## src/event_timer_pkg.sv

```systemverilog
// Shared constants, register map and helpers of the event timer block
package event_timer_pkg;

   localparam int NUM_TIMERS = 8;
   localparam int CNT_W = 64;
   localparam int SLOW_W = 82;
   localparam int FRAC_W = 18;
   localparam int CAL_W = 28;

   ////////////////////////////////////////////////////////////////////////
   // Timing: fast counter rate is derived from the core clock
   localparam longint CORE_HZ = 250_000_000;
   localparam longint FAST_HZ = 38_400_000;
   localparam longint TICK_GRID_HZ = 200_000;
   localparam logic [10:0] TICK_INC = 11'(FAST_HZ / TICK_GRID_HZ);
   localparam logic [10:0] TICK_MOD = 11'(CORE_HZ / TICK_GRID_HZ);
   localparam logic [31:0] TICK_PERIOD_FS = 32'(64'd1_000_000_000_000_000 / FAST_HZ);

   ////////////////////////////////////////////////////////////////////////
   // Register map, byte offsets within the decoded 4 KiB window
   localparam logic [11:0] OFS_CAP = 12'h000;
   localparam logic [11:0] OFS_CAP_PERIOD = 12'h004;
   localparam logic [11:0] OFS_GEN_CFG = 12'h010;
   localparam logic [11:0] OFS_STATUS = 12'h014;
   localparam logic [11:0] OFS_INT_STS = 12'h020;
   localparam logic [11:0] OFS_CNT_LO = 12'h0f0;
   localparam logic [11:0] OFS_CNT_HI = 12'h0f4;
   localparam logic [3:0] OFS_TMR_PAGE = 4'h1;
   localparam logic [4:0] OFS_TMR_CFG = 5'h00;
   localparam logic [4:0] OFS_TMR_CMP_LO = 5'h08;
   localparam logic [4:0] OFS_TMR_CMP_HI = 5'h0c;

   ////////////////////////////////////////////////////////////////////////
   // Field positions
   localparam int GEN_EN_BIT = 0;
   localparam int GEN_LEG_BIT = 1;
   localparam int STAT_SLOW_BIT = 0;
   localparam int STAT_ARM_BIT = 1;
   localparam int STAT_BUSY_BIT = 2;
   localparam int CAP_NUM_LSB = 8;
   localparam int CAP_WIDE_BIT = 13;
   localparam int CAP_LEG_BIT = 15;
   localparam int TCFG_INT_EN_BIT = 2;
   localparam int TCFG_PER_BIT = 3;
   localparam int TCFG_PER_CAP_BIT = 4;
   localparam int TCFG_VAL_SET_BIT = 6;

   ////////////////////////////////////////////////////////////////////////
   // Reset values
   localparam logic [CNT_W-1:0] CNT_RST = 64'h0;
   localparam logic [SLOW_W-1:0] SLOW_RST = 82'h0;
   localparam logic [31:0] DAT_RST = 32'h0;

   typedef enum logic [1:0] {
      OFF_FAST,
      OFF_ARM,
      OFF_PARKED,
      OFF_SLOW
   } offload_e;

   // Byte-lane merge of a Wishbone write into a stored word
   function automatic logic [31:0] lane_merge(input logic [31:0] old_w,
                                               input logic [31:0] new_w,
                                               input logic [3:0] sel);
      logic [31:0] r;
      r = old_w;
      for (int b = 0; b < 4; b++) begin
         if (sel[b]) begin
            r[8*b +: 8] = new_w[8*b +: 8];
         end
      end
      return r;
   endfunction

endpackage

```

## src/rtc_edge_sync.sv

```systemverilog
// Three-flop synchroniser with rising edge detect for the slow clock pin
`timescale 1ns/100ps
`default_nettype none
module rtc_edge_sync (
   input wire logic core_clk,
   input wire logic rst_b,
   input wire logic pin_in,
   output logic rise
);
   typedef struct packed {
      logic f1;
      logic f2;
      logic f3;
      logic lvl;
      logic rise;
   } sync_s;

   sync_s q;
   sync_s d;

   always_comb begin
      d = q;
      d.f1 = pin_in;
      d.f2 = q.f1;
      d.f3 = q.f2;
      d.rise = 1'b0;
      // Only an agreed level counts, so one glitch cannot give an edge
      if (q.f2 == q.f3) begin
         d.lvl = q.f3;
         d.rise = q.f3 & ~q.lvl;
      end
   end

   always_ff @(posedge core_clk or negedge rst_b) begin
      if (!rst_b) begin
         q <= '0;
      end else begin
         q <= d;
      end
   end

   assign rise = q.rise;
endmodule
`default_nettype wire

```

## src/timer_comparator.sv

```systemverilog
// One comparator timer: configuration, comparator value and match detect
`timescale 1ns/100ps
`default_nettype none
module timer_comparator #(
   parameter bit PERIODIC_OK = 1'b0
) (
   input wire logic core_clk,
   input wire logic rst_b,
   input wire logic [31:0] wdata,
   input wire logic [3:0] sel,
   input wire logic wr_cfg,
   input wire logic wr_lo,
   input wire logic wr_hi,
   input wire logic [63:0] count,
   input wire logic glob_en,
   output logic match,
   output logic active,
   output logic [31:0] cfg_rd,
   output logic [63:0] cmp_rd
);
   typedef struct packed {
      logic int_en;
      logic per;
      logic val_set;
      logic [63:0] cmp;
      logic [63:0] period;
      logic eq;
      logic match;
   } tmr_s;

   tmr_s q;
   tmr_s d;
   logic [31:0] cfg_w;
   logic [31:0] word_w;
   logic [63:0] val_w;
   logic eq_now;

   always_comb begin
      d = q;
      cfg_w = 32'h0;
      word_w = 32'h0;
      val_w = q.period;
      cfg_w = event_timer_pkg::lane_merge(cfg_rd, wdata, sel);
      d.match = 1'b0;
      if (wr_cfg) begin
         d.int_en = cfg_w[event_timer_pkg::TCFG_INT_EN_BIT];
         d.per = cfg_w[event_timer_pkg::TCFG_PER_BIT] & PERIODIC_OK;
         d.val_set = cfg_w[event_timer_pkg::TCFG_VAL_SET_BIT];
      end
      if (wr_lo || wr_hi) begin
         word_w = event_timer_pkg::lane_merge(wr_lo ? q.cmp[31:0] : q.cmp[63:32], wdata, sel);
         val_w = wr_lo ? {q.cmp[63:32], word_w} : {word_w, q.cmp[31:0]};
         d.period = val_w;
         // A periodic timer only reloads its match point with val_set
         if (!q.per || q.val_set) begin
            d.cmp = val_w;
         end
         d.val_set = 1'b0;
      end
      eq_now = (count == q.cmp);
      d.eq = eq_now;
      // Equality is taken once per counter step, not every core cycle
      if (eq_now && !q.eq && glob_en) begin
         d.match = q.int_en;
         if (q.per) begin
            d.cmp = 64'(q.cmp + q.period);
         end
      end
   end

   always_ff @(posedge core_clk or negedge rst_b) begin
      if (!rst_b) begin
         q <= '0;
      end else begin
         q <= d;
      end
   end

   always_comb begin
      cfg_rd = 32'h0;
      cfg_rd[event_timer_pkg::TCFG_INT_EN_BIT] = q.int_en;
      cfg_rd[event_timer_pkg::TCFG_PER_BIT] = q.per;
      cfg_rd[event_timer_pkg::TCFG_PER_CAP_BIT] = PERIODIC_OK;
      cfg_rd[event_timer_pkg::TCFG_VAL_SET_BIT] = q.val_set;
   end

   assign cmp_rd = q.cmp;
   assign match = q.match;
   assign active = q.int_en & glob_en;
endmodule
`default_nettype wire

```

## src/event_timer.sv

```systemverilog
// Event timer: shared 64-bit counter, eight comparators, slow clock off-load
// Overview of operation
// Eight timers share one main counter, each with own comparator and value.
// A timer raises its interrupt when its value equals the main counter.
// Only timer 0 can run periodic, reloading its comparator by the period.
// The main counter only ever counts upward, so reads never repeat; the code holds it between ticks and while halted, so close reads can repeat.
// Counter rate stays within 0.05 percent of advertised period per millisecond.
// Ticks are at most 100 ns; short-term error within two ticks.
// With fast clock running and enabled, the counter adds one per fast tick.
// With fast clock off, counting continues on the 32.768 kHz clock; the code does so only in off-load, otherwise the counter stops.
// Off-load is refused while any comparator is active.
// Power controller holds the off-load request for the whole deepest idle.
// Power controller supplies 28-bit calibration, added per slow edge.
// A 64-bit fast and an 82-bit slow counter; slow adds calibration per edge.
// Off-load request input and slow-active output are in the core clock domain.
// Mode switches happen only on a slow clock rising edge.
// Entry places fast count in upper 64 bits, low 18 bits zero.
// Slow clock is synchronised; first edge after request parks the fast count.
// The next slow edge adds calibration to the parked count.
// Exit waits a slow edge, loads upper 64 bits, then drops slow-active.
// Later entries overwrite only the upper 64 bits, keeping the fraction.
// Exit requested before entry completes: entry and exit on one slow edge.
// Legacy route select forces fixed routing over per-timer routing.
// Software masks interrupts before clearing legacy route select.
// Registers decode in memory at a base address set by firmware.
// Legacy: timer 0 on IRQ0 and IRQ2, timer 1 on IRQ8, old sources silenced.
// In slow mode, counter reads show the upper 64 bits of the slow counter.
//
// Local design decisions: the Wishbone register port and the register offsets.
`timescale 1ns/100ps
`default_nettype none
module event_timer (
   input wire logic core_clk,
   input wire logic rst_b,
   input wire logic [31:0] wb_adr_i,
   input wire logic [31:0] wb_dat_i,
   input wire logic [3:0] wb_sel_i,
   input wire logic wb_we_i,
   input wire logic wb_cyc_i,
   input wire logic wb_stb_i,
   output logic [31:0] wb_dat_o,
   output logic wb_ack_o,
   input wire logic [19:0] decode_base,
   input wire logic fast_clk_run,
   input wire logic rtc_clk,
   input wire logic offload_req,
   input wire logic [27:0] calib_inc,
   output logic slow_active,
   output logic [7:0] timer_irq,
   output logic legacy_irq0_8259,
   output logic legacy_irq2_apic,
   output logic legacy_irq8,
   output logic legacy_pit_silence,
   output logic legacy_rtc_silence
);

   ////////////////////////////////////////////////////////////////////////
   // State

   typedef struct packed {
      event_timer_pkg::offload_e mode;
      logic [63:0] cnt;
      logic [81:0] slow;
      logic [10:0] acc;
      logic en;
      logic leg;
      logic [7:0] sts;
      logic ack;
      logic [31:0] dat;
   } core_s;

   core_s q;
   core_s d;

   logic rtc_rise;
   logic sel_ok;
   logic req_hit;
   logic wr_hit;
   logic [11:0] ofs;
   logic in_tmr_page;
   logic [2:0] tmr_idx;
   logic [4:0] tmr_ofs;
   logic fast_tick;
   logic [11:0] acc_sum;
   logic [63:0] cnt_view;
   logic [81:0] slow_add;
   logic any_active;
   logic [7:0] match;
   logic [7:0] active;
   logic [7:0] wr_cfg;
   logic [7:0] wr_lo;
   logic [7:0] wr_hi;
   logic [31:0] cfg_rd [8];
   logic [63:0] cmp_rd [8];
   logic [31:0] rd_mux;
   logic [31:0] gen_w;

   ////////////////////////////////////////////////////////////////////////
   // Slow clock pin

   rtc_edge_sync u_rtc_sync (
      .core_clk(core_clk),
      .rst_b(rst_b),
      .pin_in(rtc_clk),
      .rise(rtc_rise)
   );

   ////////////////////////////////////////////////////////////////////////
   // Bus decode

   assign sel_ok = (wb_adr_i[31:12] == decode_base);
   assign req_hit = wb_cyc_i & wb_stb_i & sel_ok & ~q.ack;
   assign wr_hit = req_hit & wb_we_i;
   assign ofs = {wb_adr_i[11:2], 2'b00};
   assign in_tmr_page = (ofs[11:8] == event_timer_pkg::OFS_TMR_PAGE);
   assign tmr_idx = ofs[7:5];
   assign tmr_ofs = ofs[4:0];

   always_comb begin
      wr_cfg = 8'h00;
      wr_lo = 8'h00;
      wr_hi = 8'h00;
      if (wr_hit && in_tmr_page) begin
         wr_cfg[tmr_idx] = (tmr_ofs == event_timer_pkg::OFS_TMR_CFG);
         wr_lo[tmr_idx] = (tmr_ofs == event_timer_pkg::OFS_TMR_CMP_LO);
         wr_hi[tmr_idx] = (tmr_ofs == event_timer_pkg::OFS_TMR_CMP_HI);
      end
   end

   ////////////////////////////////////////////////////////////////////////
   // Comparators

   for (genvar n = 0; n < event_timer_pkg::NUM_TIMERS; n++) begin : g_tmr
      timer_comparator #(
         .PERIODIC_OK(n == 0)
      ) u_tmr (
         .core_clk(core_clk),
         .rst_b(rst_b),
         .wdata(wb_dat_i),
         .sel(wb_sel_i),
         .wr_cfg(wr_cfg[n]),
         .wr_lo(wr_lo[n]),
         .wr_hi(wr_hi[n]),
         .count(cnt_view),
         .glob_en(q.en),
         .match(match[n]),
         .active(active[n]),
         .cfg_rd(cfg_rd[n]),
         .cmp_rd(cmp_rd[n])
      );
   end

   assign any_active = |active;

   ////////////////////////////////////////////////////////////////////////
   // Counter view and fast tick

   // Fraction bits stay hidden; software sees whole fast ticks only
   assign cnt_view = (q.mode == event_timer_pkg::OFF_PARKED ||
                      q.mode == event_timer_pkg::OFF_SLOW) ?
                     q.slow[81:18] : q.cnt;

   // Phase accumulator gives 38.4 MHz on average, jitter one core cycle
   assign acc_sum = {1'b0, q.acc} + {1'b0, event_timer_pkg::TICK_INC};
   assign fast_tick = fast_clk_run & (acc_sum >= {1'b0, event_timer_pkg::TICK_MOD});

   assign slow_add = 82'(q.slow + {54'h0, calib_inc});

   ////////////////////////////////////////////////////////////////////////
   // Read mux

   always_comb begin
      rd_mux = 32'h0;
      if (in_tmr_page) begin
         unique case (tmr_ofs)
            event_timer_pkg::OFS_TMR_CFG: rd_mux = cfg_rd[tmr_idx];
            event_timer_pkg::OFS_TMR_CMP_LO: rd_mux = cmp_rd[tmr_idx][31:0];
            event_timer_pkg::OFS_TMR_CMP_HI: rd_mux = cmp_rd[tmr_idx][63:32];
            default: rd_mux = 32'h0;
         endcase
      end else begin
         unique case (ofs)
            event_timer_pkg::OFS_CAP: begin
               rd_mux[event_timer_pkg::CAP_NUM_LSB +: 5] = 5'(event_timer_pkg::NUM_TIMERS - 1);
               rd_mux[event_timer_pkg::CAP_WIDE_BIT] = 1'b1;
               rd_mux[event_timer_pkg::CAP_LEG_BIT] = 1'b1;
            end
            event_timer_pkg::OFS_CAP_PERIOD: rd_mux = event_timer_pkg::TICK_PERIOD_FS;
            event_timer_pkg::OFS_GEN_CFG: begin
               rd_mux[event_timer_pkg::GEN_EN_BIT] = q.en;
               rd_mux[event_timer_pkg::GEN_LEG_BIT] = q.leg;
            end
            event_timer_pkg::OFS_STATUS: begin
               rd_mux[event_timer_pkg::STAT_SLOW_BIT] = slow_active;
               rd_mux[event_timer_pkg::STAT_ARM_BIT] = (q.mode == event_timer_pkg::OFF_ARM);
               rd_mux[event_timer_pkg::STAT_BUSY_BIT] = any_active;
            end
            event_timer_pkg::OFS_INT_STS: rd_mux = {24'h0, q.sts};
            event_timer_pkg::OFS_CNT_LO: rd_mux = cnt_view[31:0];
            event_timer_pkg::OFS_CNT_HI: rd_mux = cnt_view[63:32];
            default: rd_mux = 32'h0;
         endcase
      end
   end

   ////////////////////////////////////////////////////////////////////////
   // Next state

   always_comb begin
      d = q;
      gen_w = event_timer_pkg::lane_merge({30'h0, q.leg, q.en}, wb_dat_i, wb_sel_i);
      d.ack = req_hit;
      if (req_hit) begin
         d.dat = rd_mux;
      end

      // Fast tick enable, runs with the counter disabled too; holds its phase while fast_clk_run is low
      d.acc = fast_tick ? 11'(acc_sum - {1'b0, event_timer_pkg::TICK_MOD}) : 11'(acc_sum);
      if (!fast_clk_run) begin
         d.acc = q.acc;
      end

      // General configuration and status
      if (wr_hit && ofs == event_timer_pkg::OFS_GEN_CFG) begin
         d.en = gen_w[event_timer_pkg::GEN_EN_BIT];
         d.leg = gen_w[event_timer_pkg::GEN_LEG_BIT];
      end
      if (wr_hit && ofs == event_timer_pkg::OFS_INT_STS) begin
         d.sts = q.sts & ~(wb_dat_i[7:0] & {8{wb_sel_i[0]}});
      end
      d.sts = d.sts | match;

      // Counter and off-load sequence
      unique case (q.mode)
         event_timer_pkg::OFF_FAST: begin
            if (q.en && fast_tick) begin
               d.cnt = 64'(q.cnt + 64'h1);
            end
            // Counter writes only land while halted
            if (wr_hit && !q.en && ofs == event_timer_pkg::OFS_CNT_LO) begin
               d.cnt[31:0] = event_timer_pkg::lane_merge(q.cnt[31:0], wb_dat_i, wb_sel_i);
            end
            if (wr_hit && !q.en && ofs == event_timer_pkg::OFS_CNT_HI) begin
               d.cnt[63:32] = event_timer_pkg::lane_merge(q.cnt[63:32], wb_dat_i, wb_sel_i);
            end
            if (offload_req && !any_active) begin
               d.mode = event_timer_pkg::OFF_ARM;
            end
         end
         event_timer_pkg::OFF_ARM: begin
            if (q.en && fast_tick) begin
               d.cnt = 64'(q.cnt + 64'h1);
            end
            if (!offload_req || any_active) begin
               d.mode = event_timer_pkg::OFF_FAST;
            end else if (rtc_rise) begin
               // Park: fast count moves into the integer part, fraction kept
               d.slow[81:18] = q.en && fast_tick ? 64'(q.cnt + 64'h1) : q.cnt;
               d.mode = event_timer_pkg::OFF_PARKED;
            end
         end
         event_timer_pkg::OFF_PARKED: begin
            if (rtc_rise) begin
               d.slow = slow_add;
               if (offload_req) begin
                  d.mode = event_timer_pkg::OFF_SLOW;
               end else begin
                  d.cnt = slow_add[81:18];
                  d.mode = event_timer_pkg::OFF_FAST;
               end
            end
         end
         event_timer_pkg::OFF_SLOW: begin
            if (rtc_rise) begin
               if (offload_req) begin
                  d.slow = slow_add;
               end else begin
                  d.cnt = q.slow[81:18];
                  d.mode = event_timer_pkg::OFF_FAST;
               end
            end
         end
      endcase
   end

   always_ff @(posedge core_clk or negedge rst_b) begin
      if (!rst_b) begin
         q.mode <= event_timer_pkg::OFF_FAST;
         q.cnt <= event_timer_pkg::CNT_RST;
         q.slow <= event_timer_pkg::SLOW_RST;
         q.acc <= 11'h000;
         q.en <= 1'b0;
         q.leg <= 1'b0;
         q.sts <= 8'h00;
         q.ack <= 1'b0;
         q.dat <= event_timer_pkg::DAT_RST;
      end else begin
         q <= d;
      end
   end

   ////////////////////////////////////////////////////////////////////////
   // Outputs

   assign wb_ack_o = q.ack;
   assign wb_dat_o = q.dat;
   assign slow_active = (q.mode == event_timer_pkg::OFF_PARKED) ||
                        (q.mode == event_timer_pkg::OFF_SLOW);

   // Legacy routing takes timers 0 and 1 off their own lines
   assign timer_irq = q.leg ? {q.sts[7:2], 2'b00} : q.sts;
   assign legacy_irq0_8259 = q.leg & q.sts[0];
   assign legacy_irq2_apic = q.leg & q.sts[0];
   assign legacy_irq8 = q.leg & q.sts[1];
   assign legacy_pit_silence = q.leg;
   assign legacy_rtc_silence = q.leg;

endmodule
`default_nettype wire

```

## config.mk

```make
export PLATFORM = sky130hd
export DESIGN_NAME = event_timer
export DESIGN_NICKNAME = d
export VERILOG_FILES = /design/src/event_timer_pkg.sv /design/src/rtc_edge_sync.sv /design/src/timer_comparator.sv /design/src/event_timer.sv
export SDC_FILE = /design/constraint.sdc
export NUM_CORES = 2
export LEC_CHECK = 0
export BUFFER_PORTS_ARGS = -buffer_cell sky130_fd_sc_hd__buf_2
export CORE_MARGIN = 5
export CORE_UTILIZATION = 49
export DETAILED_ROUTE_END_ITERATION = 7
export GPL_TIMING_DRIVEN = 0
export PLACE_DENSITY = 0.65
export SYNTH_ARGS = -nofsm -noshare
export SYNTH_HDL_FRONTEND = slang
export SYNTH_SLANG_ARGS = --single-unit
```

## constraint.sdc

```tcl
create_clock -name core_clk -period 7.2 [get_ports core_clk]
set_input_delay 1.08 -clock core_clk [delete_from_list [all_inputs] [get_ports core_clk]]
set_output_delay 1.08 -clock core_clk [all_outputs]
set_load 0.1 [all_outputs]
```

==> impl_results.md <==
* Post-DR wirelength/cell at 43.4 um
* Routability congestion estimate from global placement at 1.15
* Ordered cell list for the critical path: buf_2 > clkbuf_1 > and3b_1 > clkbuf_1 > clkbuf_1 > buf_1 > nand3_1 > mux2_2
* Total die area at 0.119 mm^2
* Launching instance or port of the critical path: wb_adr_i[5]
* Total of warnings raised by yosys at 0
* Post-synthesis area per instance at 9.55 um^2
* Count of port buffers added during placement at 145
* Chip height at 344 um
* Drt drc at 28
* Area after DPL at 0.0579 mm^2
* Initial core utilization at 49.4%
* Sequential element share of the synthesized area at 37.2%
* Cell accounting for the most synthesized area: sky130_fd_sc_hd__dfrtp_1
* Longest Clk Path Bufs at 3
* Post-CTS Setup Bufs at 0
* Asr flop ratio synth at 100%
* Cell leakage power at 25.7 nW
* Final #Nets at 6230
* RR Endpoint: g_tmr[1].u_tmr.match
* Depth of the worst register-to-register path at 9
* Fraction of the cycle the final worst path needs at 85.4%
* Max stage delay cell, worst path: sky130_fd_sc_hd__clkbuf_1
* Class of the tightest hold or removal check: in2async
* Grt ovf at 0
* Net count of the mapped netlist at 5964
* Number of standard cells after synthesis at 5738
* Failing checks: design-rule violations, max-capacitance violations, max-slew violations
* Least-Margin Pin Slew at 1800 ps
* Fmax at 163 MHz
* Gates resized, CTS repair at 0
* Post-synthesis cell area at 0.0548 mm^2
* CTS sink count at 815
* Required time at the endpoint of the critical path at 7790 ps
* Yosys top cell area share at 37.2%
* Most frequent cells in the layout: 815 x sky130_fd_sc_hd__dfrtp_1, 637 x sky130_fd_sc_hd__xnor2_1, 439 x sky130_fd_sc_hd__mux2_2
* IO Count at 171
* Remaining antenna violation count after routing at 0
* CP arrival at 6740 ps
* Crit Reg-Reg Startpoint: q[201]
* Run status: complete, but fails checks
* GRT Resource Usage Total at 53.9%
* Cts bufs inserted at 98
* Worst relative slew slack at -20.2%
* Half-perimeter wire length after placement at 249000 um
* Wire length of the first global-routing pass at 437000 um
* Final setup TNS at 0 ps
* # setup viols final at 0
* Worst vdd rail ir drop at 0.254 mV
* Pin count of the biggest net entering global routing at 121
* Skew-Pair Late Insertion Delay at 750 ps
* Final non-filler cell area at 0.0616 mm^2
* Nature of the critical path startpoint: primary input
* Area of the placeable core at 0.111 mm^2
* Share of layout cells above drive strength 1 at 16.3%
* Post-synthesis sequential element count at 815
* Number of hold violations in the final report at 0
* Number of enable flip-flop cells after synthesis at 0
* Num rows at 122
* Flip-flop cell with the highest count after synthesis: sky130_fd_sc_hd__dfrtp_1
* CTS Root Buffer Type: sky130_fd_sc_hd__clkbuf_16
* Number of DRC violations after detailed-routing iteration 0 at 10000
* Class of the most critical setup path: in2reg
* Most common cell on crit path: sky130_fd_sc_hd__clkbuf_1
* Area delta synth->final at 12.4%
* Endpoint class of the critical path: flop
* Antenna violations before repair at 40
* H-tree levels at 3
* Critical path fanouts, max at 10
* RSZ-0062 raised after global routing: false
* Worst clock skew at 40.4 ps
* Overall power consumption at 25.0 mW
* Leading cell types by total area after synthesis: sky130_fd_sc_hd__dfrtp_1 37%, sky130_fd_sc_hd__xnor2_1 10%, sky130_fd_sc_hd__mux2_2 9.0%, sky130_fd_sc_hd__a21oi_1 3.8%, sky130_fd_sc_hd__o21ai_0 2.8%
* Minimum period implied by the final worst setup slack at 6150 ps
* MaxCap Viol Count at 37
* Areal power density over the cells at 407 mW/mm^2
* Total Routed Length at 330000 um
* Routed via count at 56900
* Finished Core Util at 55.6%
* Netlist cell types at 95
* Number of pins with negative max-slew slack in the final report at 308
* CTS clk-pin slew, worst paths at 60 ps
* Final-layout worst hold slack at 268 ps
* Die width at 344 um
* Reg2reg setup slack at 1420 ps
* Clock tree from TritonCTS: yes
* Vias in the first global route at 51700
* TritonRoute pass-1 iters at 8
* Most common library cell in the layout ignoring fill and taps: sky130_fd_sc_hd__dfrtp_1
* Delay of the slowest cell on the worst path at 1290 ps
* Detail-routed via count per cell at 7.48
* Post-CTS Hold Buffers at 0
## power by group
group	leakage [nW]	switching (mW)	internal, mW	total (mW)
Clock	1.74	2.35	3.34	5.69
Sequential	10.8	0.440	5.05	5.49
Combinational	13.2	10.0	3.84	13.9
## critical path, delay by kind of cell
family,cells,cell delay [ps]
and+or+nand+nor,2,1350
muxes,1,630
buffers and inverters,5,3650
## kinds of logic after synthesis
logic type                 after synthesis  share of synthesized area [%]
buffers and inverters                  522                           4.09
DFF                                    815                           37.2
xor gates and xnor gates               725                           11.6
adders and majority gates              103                           2.38
and+or+nand+nor                       1408                           12.7
AOI/OAI and AO/OA                     1536                           18.1
muxes                                  629                           14.0
## worst min path at each step
stage                    startpoint  slack [ps]              end
floorplan           u_rtc_sync.d[3]         330  u_rtc_sync.d[2]
global placement    u_rtc_sync.d[3]         330  u_rtc_sync.d[2]
detailed placement  u_rtc_sync.d[3]         340  u_rtc_sync.d[2]
CTS                           rst_b         270            q[71]
global route                  rst_b         300            q[71]
finish                        rst_b         270            q[71]
## cells in the mapped netlist, drive strengths merged (107+ instances only)
library cell,instances
a21oi,421
a22oi,160
clkbuf,363
dfrtp,815
mux2,439
mux2i,190
nand2,404
nand3,167
nand4,107
nor2,301
nor4,151
o21ai,318
xnor2,637
## stage by stage
step / setup WS (ps) / instances
final: 1050 / 7612
after global routing: 1570 / 7586
after detailed placement: 1100 / 7392
after CTS: 1710 / 7575
after floorplan: 2660 / 5738
after global placement: -13560 / 7371
## area by class of cell
cell class	instances	area, um^2
fillers	10000	49300
flip-flops and latches	815	20400
multi-input cells	4401	32200
clock buffers	123	2720
plain buffers	462	2040
clock inverters	60	843
inverters	60	225
well taps	1488	1860
diodes	37	92.6
repair buffers	166	1170
## routing by layer
metal | vias up | GRT usage (%) | share of wire, %
met4 | 29 | 38.3 | 9.7
met5 | - | 6.62 | 0.39
met2 | 5353 | 67.4 | 36
met3 | 1491 | 33.5 | 18
met1 | 28300 | 66.0 | 36
li1 | 21700 | - | -
Power figures use the tool's default switching activity.
